### src/common/dac_host_if_defines.svh
// Constants for the DAC host interface front end
`ifndef DAC_HOST_IF_DEFINES_SVH
`define DAC_HOST_IF_DEFINES_SVH
`define DATA_W         14
`define ADDR_W         8
`define SER_WORD_W     24
`define REF_CLK_HZ     10000000
`define SCLK_MAX_HZ    50000000
`define REGSEL_INPUT   2'h3
`define REGSEL_OFFSET  2'h2
`define REGSEL_GAIN    2'h1
`define REGSEL_SPECIAL 2'h0
`define MODE_SETTLE    2'h3
`define PIN_IDLE_HI    1'h1
`define PIN_IDLE_LO    1'h0
`endif

### src/common/dac_host_if_pkg.sv
// Types for the DAC host interface front end
package dac_host_if_pkg;
  typedef enum logic [1:0] {
    DEST_SPECIAL,
    DEST_GAIN,
    DEST_OFFSET,
    DEST_INPUT
  } dest_t;

  typedef struct packed {
    logic [7:0]  addr;
    dest_t       dest;
    logic [13:0] data;
  } par_word_t;
endpackage : dac_host_if_pkg

### src/core/dac_host_interface_select.sv
// Host front end: strap-selected serial or parallel write port
`include "dac_host_if_defines.svh"

module dac_host_interface_select #(
  parameter int SER_WORD_W = `SER_WORD_W
) (
  // Clock and reset
  input  wire logic                         i_ref_clk,
  input  wire logic                         i_rst_n,
  // Mode straps
  input  wire logic                         i_interface_select,
  input  wire logic                         i_chain_enable,
  // Serial port
  input  wire logic                         i_sync_n,
  input  wire logic                         i_sclk,
  input  wire logic                         i_sdin,
  output logic                              o_serial_data_out,
  // Parallel port
  input  wire logic                         i_cs_n,
  input  wire logic                         i_wr_n,
  input  wire logic [`ADDR_W-1:0]           i_addr,
  input  wire logic                         i_reg_select_lo,
  input  wire logic                         i_reg_select_hi,
  input  wire logic [`DATA_W-1:0]           i_data,
  // Decoded outputs
  output logic                              o_serial_mode,
  output logic                              o_chain_mode,
  output logic                              o_ser_valid,
  output logic [SER_WORD_W-1:0]             o_ser_word,
  output logic                              o_par_valid,
  output dac_host_if_pkg::par_word_t        o_par_word
);

  // Seven single pins, two register selects, address and data
  localparam int SYNC_W = 9 + `ADDR_W + `DATA_W;
  localparam int CNT_W  = $clog2(SER_WORD_W + 1);
  // Ref clock samples sclk; edges faster than a quarter of it are lost
  localparam int SCLK_SAMPLED_MAX_HZ = `REF_CLK_HZ / 4;
  // Idle pin levels, so no false strobe edge follows reset
  localparam logic [SYNC_W-1:0] PINS_IDLE = {`PIN_IDLE_LO, `PIN_IDLE_LO, `PIN_IDLE_HI,
                                             `PIN_IDLE_LO, `PIN_IDLE_LO, `PIN_IDLE_HI,
                                             `PIN_IDLE_HI,
                                             {(`ADDR_W + 2 + `DATA_W){`PIN_IDLE_LO}}};

  if (SER_WORD_W < 2 || SER_WORD_W > 64 || SCLK_SAMPLED_MAX_HZ < 1) begin : g_bad_param
    $error("SER_WORD_W out of range");
  end

  // Two-stage synchroniser for every pin
  logic [SYNC_W-1:0] meta_q;
  logic [SYNC_W-1:0] sync_q;
  logic [SYNC_W-1:0] pins;
  assign pins = {i_interface_select, i_chain_enable, i_sync_n, i_sclk, i_sdin,
                 i_cs_n, i_wr_n, i_addr, i_reg_select_hi, i_reg_select_lo, i_data};

  always_ff @(posedge i_ref_clk or negedge i_rst_n) begin
    if (!i_rst_n) begin
      meta_q <= PINS_IDLE;
      sync_q <= PINS_IDLE;
    end else begin
      meta_q <= pins;
      sync_q <= meta_q;
    end
  end

  logic              s_sel;
  logic              s_chain;
  logic              s_sync_n;
  logic              s_sclk;
  logic              s_sdin;
  logic              s_cs_n;
  logic              s_wr_n;
  logic [`ADDR_W-1:0] s_addr;
  logic [1:0]        s_regsel;
  logic [`DATA_W-1:0] s_data;
  assign {s_sel, s_chain, s_sync_n, s_sclk, s_sdin, s_cs_n, s_wr_n, s_addr,
          s_regsel, s_data} = sync_q;

  function automatic dac_host_if_pkg::dest_t decode_dest(input logic [1:0] sel);
    if (sel == `REGSEL_INPUT) begin
      decode_dest = dac_host_if_pkg::DEST_INPUT;
    end else if (sel == `REGSEL_OFFSET) begin
      decode_dest = dac_host_if_pkg::DEST_OFFSET;
    end else if (sel == `REGSEL_GAIN) begin
      decode_dest = dac_host_if_pkg::DEST_GAIN;
    end else begin
      decode_dest = dac_host_if_pkg::DEST_SPECIAL;
    end
  endfunction : decode_dest

  // Mode follows the strap until the synchroniser has filled, then holds
  logic       mode_q;
  logic       mode_d;
  logic [1:0] settle_q;
  logic [1:0] settle_d;
  logic       chain_q;
  logic       chain_d;

  always_comb begin
    settle_d = settle_q;
    if (settle_q != `MODE_SETTLE) begin
      settle_d = settle_q + 2'h1;
    end
    mode_d  = (settle_q == `MODE_SETTLE) ? mode_q : s_sel;
    chain_d = s_chain && mode_d;
  end

  always_ff @(posedge i_ref_clk or negedge i_rst_n) begin
    if (!i_rst_n) begin
      settle_q <= 2'h0;
      mode_q   <= 1'b0;
      chain_q  <= 1'b0;
    end else begin
      settle_q <= settle_d;
      mode_q   <= mode_d;
      chain_q  <= chain_d;
    end
  end

  // Serial shift register
  logic                  sclk_q;
  logic                  sclk_d;
  logic [SER_WORD_W-1:0] shift_q;
  logic [SER_WORD_W-1:0] shift_d;
  logic [CNT_W-1:0]      cnt_q;
  logic [CNT_W-1:0]      cnt_d;
  logic                  sdo_q;
  logic                  sdo_d;
  logic                  sync_prev_q;
  logic                  sync_prev_d;
  logic                  ser_valid_q;
  logic                  ser_valid_d;
  logic [SER_WORD_W-1:0] ser_word_q;
  logic [SER_WORD_W-1:0] ser_word_d;

  always_comb begin
    sclk_d      = s_sclk;
    sync_prev_d = s_sync_n;
    shift_d     = shift_q;
    cnt_d       = cnt_q;
    sdo_d       = sdo_q;
    ser_valid_d = 1'b0;
    ser_word_d  = ser_word_q;
    if (mode_q && !s_sync_n) begin
      if (sclk_q && !s_sclk) begin
        shift_d = {shift_q[SER_WORD_W-2:0], s_sdin};
        if (cnt_q != CNT_W'(SER_WORD_W)) begin
          cnt_d = cnt_q + CNT_W'(1);
        end
      end else if (!sclk_q && s_sclk && chain_q) begin
        sdo_d = shift_q[SER_WORD_W-1];
      end
    end
    if (mode_q && s_sync_n && !sync_prev_q) begin
      if (chain_q || cnt_q == CNT_W'(SER_WORD_W)) begin
        ser_valid_d = 1'b1;
        ser_word_d  = shift_q;
      end
      cnt_d = '0;
    end
  end

  always_ff @(posedge i_ref_clk or negedge i_rst_n) begin
    if (!i_rst_n) begin
      sclk_q      <= 1'b0;
      sync_prev_q <= 1'b1;
      shift_q     <= '0;
      cnt_q       <= '0;
      sdo_q       <= 1'b0;
      ser_valid_q <= 1'b0;
      ser_word_q  <= '0;
    end else begin
      sclk_q      <= sclk_d;
      sync_prev_q <= sync_prev_d;
      shift_q     <= shift_d;
      cnt_q       <= cnt_d;
      sdo_q       <= sdo_d;
      ser_valid_q <= ser_valid_d;
      ser_word_q  <= ser_word_d;
    end
  end

  // Parallel write port
  logic                       wr_prev_q;
  logic                       wr_prev_d;
  logic                       par_valid_q;
  logic                       par_valid_d;
  dac_host_if_pkg::par_word_t par_word_q;
  dac_host_if_pkg::par_word_t par_word_d;

  always_comb begin
    wr_prev_d   = s_wr_n;
    par_valid_d = 1'b0;
    par_word_d  = par_word_q;
    if (!mode_q && !s_cs_n && !wr_prev_q && s_wr_n) begin
      par_valid_d     = 1'b1;
      par_word_d.addr = s_addr;
      par_word_d.dest = decode_dest(s_regsel);
      par_word_d.data = s_data;
    end
  end

  always_ff @(posedge i_ref_clk or negedge i_rst_n) begin
    if (!i_rst_n) begin
      wr_prev_q   <= 1'b1;
      par_valid_q <= 1'b0;
      par_word_q  <= '0;
    end else begin
      wr_prev_q   <= wr_prev_d;
      par_valid_q <= par_valid_d;
      par_word_q  <= par_word_d;
    end
  end

  assign o_serial_mode     = mode_q;
  assign o_chain_mode      = chain_q;
  assign o_serial_data_out = sdo_q;
  assign o_ser_valid       = ser_valid_q;
  assign o_ser_word        = ser_word_q;
  assign o_par_valid       = par_valid_q;
  assign o_par_word        = par_word_q;

endmodule : dac_host_interface_select

### config.mk
export PLATFORM = sky130hd
export DESIGN_NAME = dac_host_interface_select
export DESIGN_NICKNAME = d
export VERILOG_FILES = /design/src/common/dac_host_if_pkg.sv /design/src/core/dac_host_interface_select.sv
export VERILOG_INCLUDE_DIRS = /design/src /design/src/common
export SDC_FILE = /design/constraint.sdc
export NUM_CORES = 1
export LEC_CHECK = 0
export ABC_AREA = 1
export BUFFER_PORTS_ARGS = -buffer_cell sky130_fd_sc_hd__clkbuf_2
export CAP_MARGIN = 25
export CORE_UTILIZATION = 45
export DETAILED_ROUTE_END_ITERATION = 10
export GPL_ROUTABILITY_DRIVEN = 0
export PLACE_DENSITY = 0.66
export SYNTH_ARGS = -nofsm -noshare
export SYNTH_HDL_FRONTEND = slang
export SYNTH_SLANG_ARGS = --single-unit
### constraint.sdc
create_clock -name i_ref_clk -period 2.8 [get_ports i_ref_clk]
set_input_delay 0.14 -clock i_ref_clk [delete_from_list [all_inputs] [get_ports i_ref_clk]]
set_output_delay 0.14 -clock i_ref_clk [all_outputs]
set_load 0.02 [all_outputs]
# Yosys cells after proc, flatten, opt, wreduce, memory -nomap -nowiden
# Index checks and enable logic that the tools add are counted.
# Widths: inputs -> output; s select.
[classes]
n_addsub = 2
n_eq_ne = 7
n_mux = 11
bitwise = 1
n_reduce_logical = 25
[op_table]
columns = ["op", "n"]
rows = [
  ["$mux 5", 4],
  ["$logic_and 1x1->1", 10],
  ["$logic_not 1->1", 7],
  ["$eq 2x2->1 const B", 3],
  ["$reduce_and 3->1", 2],
  ["$reduce_bool 2->1", 3],
  ["$add 5x1->5 const B", 1],
  ["$eq 5x5->1 const B", 1],
  ["$mux 1", 5],
  ["$ne 5x5->1 const B", 1],
  ["$mux 2", 2],
  ["$reduce_and 2->1", 2],
  ["$add 2x1->2 const B", 1],
  ["$eq 2x1->1 const B", 1],
  ["$ne 2x2->1 const B", 1],
  ["$logic_or 1x1->1", 1],
  ["$not 1->1", 1],
]
[word_totals]
ff_bits = 149
in_bits = 33
out_inout_bits = 53
wordCells = 63

# Depth between registers and ports, before layout
[logic_depth]
ltp_word = 5
ltp_mapped = 8
mapped_depth_nobuf = 7

# Worst setup path after synthesis
# No wires, ideal clock.
[synth_path]
path_type = "register -> register"
from = "register cnt_q[0]"
to = "register ser_word_q[10] (netlist: o_ser_word[10])"
setup_time_ns = 0.117
arrival_ns = 1.202
required_ns = 2.683
setup_slack_ns = 1.481
path_stages_with_launch = 9
path_buffers = 1
period_less_slack_ns = 1.319
cell_sequence = "dfrtp_1 -> inv_1 -> ha_1 -> nand4_4 -> nand2_4 -> nand2_4 -> buf_6 -> nand2_1 -> nand2_1"
[synth_via]
elab_chain_len = 3
[synth_lines]
columns = ["item", "line", "rtl"]
rows = [
  ["start: declaration", "dac_host_interface_select.sv:125", "logic [CNT_W-1:0] cnt_q;"],
  ["start signal: assignment", "dac_host_interface_select.sv:176", "cnt_q <= cnt_d;"],
  ["$eq 5x5->1", "dac_host_interface_select.sv:155", "if (chain_q || cnt_q == CNT_W'(SER_WORD_W)) begin"],
  ["$logic_or 1x1->1", "dac_host_interface_select.sv:155", ""],
  ["$reduce_and 2->1 (no source line)", "-", ""],
  ["end signal: assignment", "dac_host_interface_select.sv:179", "ser_word_q <= ser_word_d;"],
  ["end: declaration", "dac_host_interface_select.sv:133", "logic [SER_WORD_W-1:0] ser_word_q;"],
]
# Every way passes these cells.
# A chain may end at the register's enable or synchronous reset.

# Final worst setup path
[layout_path]
from = "register sync_q[24]"
to = "register par_word_q (netlist bit o_par_word[12])"
[layout_via]
elab_chain_len = 1
[layout_lines]
columns = ["item", "line", "rtl"]
rows = [
  ["start: declaration", "dac_host_interface_select.sv:51", "logic [SYNC_W-1:0] sync_q;"],
  ["start signal: assignment", "dac_host_interface_select.sv:62", "sync_q <= meta_q;"],
  ["$logic_and 1x1->1", "dac_host_interface_select.sv:195", "if (!mode_q && !s_cs_n && !wr_prev_q && s_wr_n) begin"],
  ["end signal: assignment", "dac_host_interface_select.sv:211", "par_word_q <= par_word_d;"],
  ["end: declaration", "dac_host_interface_select.sv:188", "dac_host_if_pkg::par_word_t par_word_q;"],
]
# Every way passes these cells.

==> run_summary.xml <==
<?xml version="1.0" encoding="UTF-8"?>
<metrics>
  <group name="outcome">
    <metric name="run_status" unit="">finished, final reports clean</metric>
  </group>
  <group name="synth">
    <metric name="synth-xor-area-share" unit="">0.001736</metric>
    <metric name="most_frequent_cell_after_synthesis" unit="">sky130_fd_sc_hd__nand2_1</metric>
    <metric name="netlist_top_cells_count" unit="">211 x sky130_fd_sc_hd__nand2_1, 141 x sky130_fd_sc_hd__dfrtp_1, 33 x sky130_fd_sc_hd__nand3_1, 14 x sky130_fd_sc_hd__inv_1, 8 x sky130_fd_sc_hd__dfstp_2</metric>
    <metric name="netlist_instances" unit="">451</metric>
    <metric name="compound_gate_portion_of_the_synthesized_area" unit="">0.004463</metric>
    <metric name="synth.top_cells.by_area" unit="">sky130_fd_sc_hd__dfrtp_1 70%, sky130_fd_sc_hd__nand2_1 16%, sky130_fd_sc_hd__dfstp_2 4.2%</metric>
    <metric name="yosysUniqueCellTypes" unit="">21</metric>
    <metric name="synth-warning-count" unit="">0</metric>
    <metric name="synth_simple_gate_area_frac" unit="">0.2125</metric>
    <metric name="netlist.area_leader.share" unit="">0.6992</metric>
    <metric name="ys_async_sr_fraction" unit="">1.000</metric>
    <metric name="postSynthAreaPerCell" unit="sq um">11.19</metric>
    <metric name="synth_top_family_by_area" unit="">simple AND/OR/NAND/NOR gates</metric>
    <metric name="synth_fa_ha_area_frac" unit="">0.007439</metric>
    <metric name="synth_flop_cell" unit="">sky130_fd_sc_hd__dfrtp_1</metric>
    <metric name="synth_area" unit="sq um">5046</metric>
    <metric name="synth_enable_flop_cells" unit="">0</metric>
    <metric name="yosysSeqAreaShare" unit="">0.7409</metric>
    <metric name="yosys_register_bits" unit="">149</metric>
    <metric name="yosys-mux-area-fraction" unit="">0</metric>
    <metric name="synth_fp_nets" unit="">487</metric>
    <metric name="synth_largest_area_cell" unit="">sky130_fd_sc_hd__dfrtp_1</metric>
  </group>
  <group name="floorplanning">
    <metric name="die_width" unit="microns">107.9</metric>
    <metric name="die_h" unit="microns">107.9</metric>
    <metric name="floorplan.die_area" unit="sq um">11640</metric>
    <metric name="row_count" unit="">38</metric>
    <metric name="core-area" unit="sq um">10890</metric>
    <metric name="top_level_ports" unit="">86</metric>
    <metric name="start_util" unit="">0.4635</metric>
  </group>
  <group name="sta">
    <metric name="hold_violation_count_in_the_final_report" unit="">0</metric>
    <metric name="whs" unit="ps">151.9</metric>
    <metric name="clock-skew-final" unit="ps">5.947</metric>
    <metric name="timing.setup.tns" unit="ps">0</metric>
    <metric name="period_share" unit="">0.6380</metric>
    <metric name="fin_crit" unit="ps">1786</metric>
    <metric name="setup_repair_after_global_routing_missed_its_margin" unit="">no</metric>
    <metric name="slew_headroom" unit="">0.5415</metric>
    <metric name="drv_slew" unit="">0</metric>
    <metric name="timing_worst_slew_pin_value" unit="ps">687.1</metric>
    <metric name="finalWorstSetupSlack" unit="ps">1014</metric>
    <metric name="timing.final.setup_violations" unit="">0</metric>
    <metric name="clock.fmax" unit="GHz">0.5598</metric>
  </group>
  <group name="global_route">
    <metric name="maximum_number_of_pins_on_one_net_before_global_route_repair" unit="">60</metric>
    <metric name="wire_length_of_the_first_global_routing_pass" unit="mm">15.72</metric>
    <metric name="first_global_vias" unit="">3436</metric>
    <metric name="globalRoute.totalOverflow" unit="">0</metric>
    <metric name="globalRouteTotalUtil" unit="">0.1834</metric>
    <metric name="grt_antenna_before_repair" unit="">0</metric>
  </group>
  <group name="placement">
    <metric name="io_buffers" unit="">85</metric>
    <metric name="place_hpwl" unit="mm">5.594</metric>
    <metric name="pre_cts_slack" unit="ps">998.4</metric>
  </group>
  <group name="route">
    <metric name="ant_nets" unit="">0</metric>
    <metric name="wl_per_cell" unit="microns">12.62</metric>
    <metric name="initialDrtViolationCount" unit="">210</metric>
    <metric name="vias" unit="">3311</metric>
    <metric name="routed_via_density" unit="">4.567</metric>
    <metric name="wirelength" unit="mm">9.146</metric>
    <metric name="drtPass1Iterations" unit="">4</metric>
    <metric name="remaining_drc_errors" unit="">0</metric>
  </group>
  <group name="power_and_ir_drop">
    <metric name="power.leakage" unit="nW">3.460</metric>
    <metric name="ir_worst_vdd" unit="mV">0.4584</metric>
    <metric name="cellInternalPower" unit="W">0.003621</metric>
    <metric name="power.density_cell_area" unit="nW/um^2">739.4</metric>
    <metric name="netSwitchingPower" unit="W">0.001129</metric>
    <metric name="power.sequential.fraction" unit="">0.502</metric>
    <metric name="power_switching_share" unit="">0.2377</metric>
    <metric name="comb_power_share" unit="">0.088</metric>
    <metric name="share_of_total_power_in_the_clock_network" unit="">0.410</metric>
  </group>
  <group name="final_layout">
    <metric name="final_layout_size_suffix_gt1_frac" unit="">0.2256</metric>
    <metric name="final_nets" unit="">611</metric>
    <metric name="filler_cell_count" unit="">907</metric>
    <metric name="antenna_cells" unit="">0</metric>
    <metric name="layout-area-overhead-vs-synth" unit="%">27.30</metric>
    <metric name="ff_latch_area" unit="sq um">3739</metric>
    <metric name="multi_input_combinational_cell_area" unit="sq um">1144</metric>
  </group>
  <group name="worst_setup_path">
    <metric name="critPathRequiredTime" unit="ps">3250</metric>
    <metric name="crit_start" unit="">sync_q[24]$_DFF_PN1_</metric>
    <metric name="critPathArrivalTime" unit="ps">2240</metric>
    <metric name="regToRegStartpoint" unit="">sync_q[24]$_DFF_PN1_</metric>
    <metric name="critical_path.startpoint_type" unit="">flop</metric>
    <metric name="sort_of_element_at_the_end_of_the_critical_path" unit="">flop</metric>
    <metric name="max_fanout_on_critical_path" unit="">25</metric>
    <metric name="worst-setup-path-type" unit="">flop to flop</metric>
  </group>
  <group name="clocking">
    <metric name="tritoncts" unit="">built</metric>
    <metric name="numClockSinks" unit="">149</metric>
    <metric name="clk-insertion-delay-late" unit="ps">520</metric>
    <metric name="cts_resized" unit="">0</metric>
    <metric name="cts_buffers" unit="">17</metric>
    <metric name="clock_path_buffers" unit="">2</metric>
    <metric name="clk_pin_slew_worst_paths" unit="ps">60</metric>
    <metric name="cts_setup_buffers" unit="">0</metric>
    <metric name="root_buffer" unit="">sky130_fd_sc_hd__clkbuf_8</metric>
    <metric name="h_tree_depth" unit="">4</metric>
  </group>
  <group name="worst_hold_path">
    <metric name="worst_hold_path_type" unit="">input pin to async pin</metric>
  </group>
  <group name="run">
    <metric name="cap_violations" unit="">0</metric>
  </group>
</metrics>
==> through the flow <==
| step | instances | util | total power, W | area (sq um) |
|---|---|---|---|---|
| floorplan | 451 | - | 0.002621 | 5046 |
| detailed placement | 664 | 0.5139 | 0.002809 | 5595 |
| CTS | 725 | 0.5900 | 0.004812 | 6424 |
| global placement | 664 | 0.5139 | 0.002796 | 5595 |
| global route | 725 | 0.5900 | 0.004978 | 6424 |
| finish | 725 | 0.5900 | 0.004749 | 6424 |
==> critical path, cell delays in order (launching register included) <==
cell,delay [ps]
sky130_fd_sc_hd__dfstp_2,530
sky130_fd_sc_hd__nand3_1,450
sky130_fd_sc_hd__inv_2,530
sky130_fd_sc_hd__nand2_1,120
sky130_fd_sc_hd__nand2_1,90
==> metal layers <==
layer / routed length [microns] / vias to the layer above / global-route usage / share of wire
li1: - / 1641 / - / -
met1: 4043 / 1599 / 0.2098 / 0.44
met2: 4577 / 61 / 0.3086 / 0.50
met3: 401 / 10 / 0.06295 / 0.044
met4: 124 / 0 / 0.08513 / 0.014
met5: 0 / - / 0 / 0
==> cells in the final DEF, fill, tap and decap left out, types with 5 or more instances in the layout <==
cell                              n
sky130_fd_sc_hd__dlygate4sd3_1   32
sky130_fd_sc_hd__nand2_1        211
sky130_fd_sc_hd__clkbuf_8         5
sky130_fd_sc_hd__nand3_1         33
sky130_fd_sc_hd__dfrtp_1        141
sky130_fd_sc_hd__dfstp_2          8
sky130_fd_sc_hd__inv_1           14
sky130_fd_sc_hd__nor2_1           5
sky130_fd_sc_hd__clkbuf_2        84
sky130_fd_sc_hd__clkbuf_16       16
==> cells by family (layout without fill, tap and decap cells) <==
| group | Yosys count | after routing |
|---|---|---|
| and+or+nand+nor | 261 | 261 |
| DFF | 149 | 149 |
| buffers and inverters | 33 | 167 |
| AOI/OAI and AO/OA | 4 | 4 |
| adders and majority gates | 3 | 3 |
| xor gates and xnor gates | 1 | 1 |
==> state kept, by name, summed over array words and instances (netlist names), 2 cells and up <==
name,count
cnt_q,5
shift_q,24
sync_q,31
meta_q,31
settle_q,2
o_par_word,24
o_ser_word,24
==> worst paths after layout <==
kind,to,slack (ps),cells after the start
hold / removal,settle_q[1]$_DFFE_PN0N_,150,2
setup / recovery,o_par_word[12]$_DFFE_PN0P_,1010,4
setup reg to reg,o_par_word[12]$_DFFE_PN0P_,1010,4
min in group i_ref_clk,meta_q[24]$_DFF_PN1_,250,2
hold reg to reg,sync_q[2]$_DFF_PN0_,350,0
max in group asynchronous,o_par_word[20]$_DFFE_PN0P_,1800,3
==> layout make-up <==
cell class | instances | area share
Timing Repair Buffer | 121 | 0.1237
Sequential cell | 149 | 0.5820
Multi-Input combinational cell | 269 | 0.1780
Tap cell | 140 | 0.02727
Clock inverter | 4 | 0.003701
Inverter | 17 | 0.009934
Clock buffer | 25 | 0.07538
==> power groups by stage <==
stage / combinational [W] / sequential, W / clock, W
2_1_floorplan: 0.000118 / 0.00250 / 0
3_3_place_gp: 0.000377 / 0.00242 / 0
3_5_place_dp: 0.000389 / 0.00242 / 0
4_1_cts: 0.000427 / 0.00238 / 0.00200
5_1_grt: 0.000471 / 0.00240 / 0.00211
6_report: 0.000418 / 0.00238 / 0.00195
==> timing repair <==
| item | in CTS | in global routing |
|---|---|---|
| endpoints found under the setup margin | 0 | 0 |
| endpoints found under the hold margin | 86 | 0 |
| hold buffers | 32 | 0 |
No activity file was read; power rests on OpenSTA's default activity.
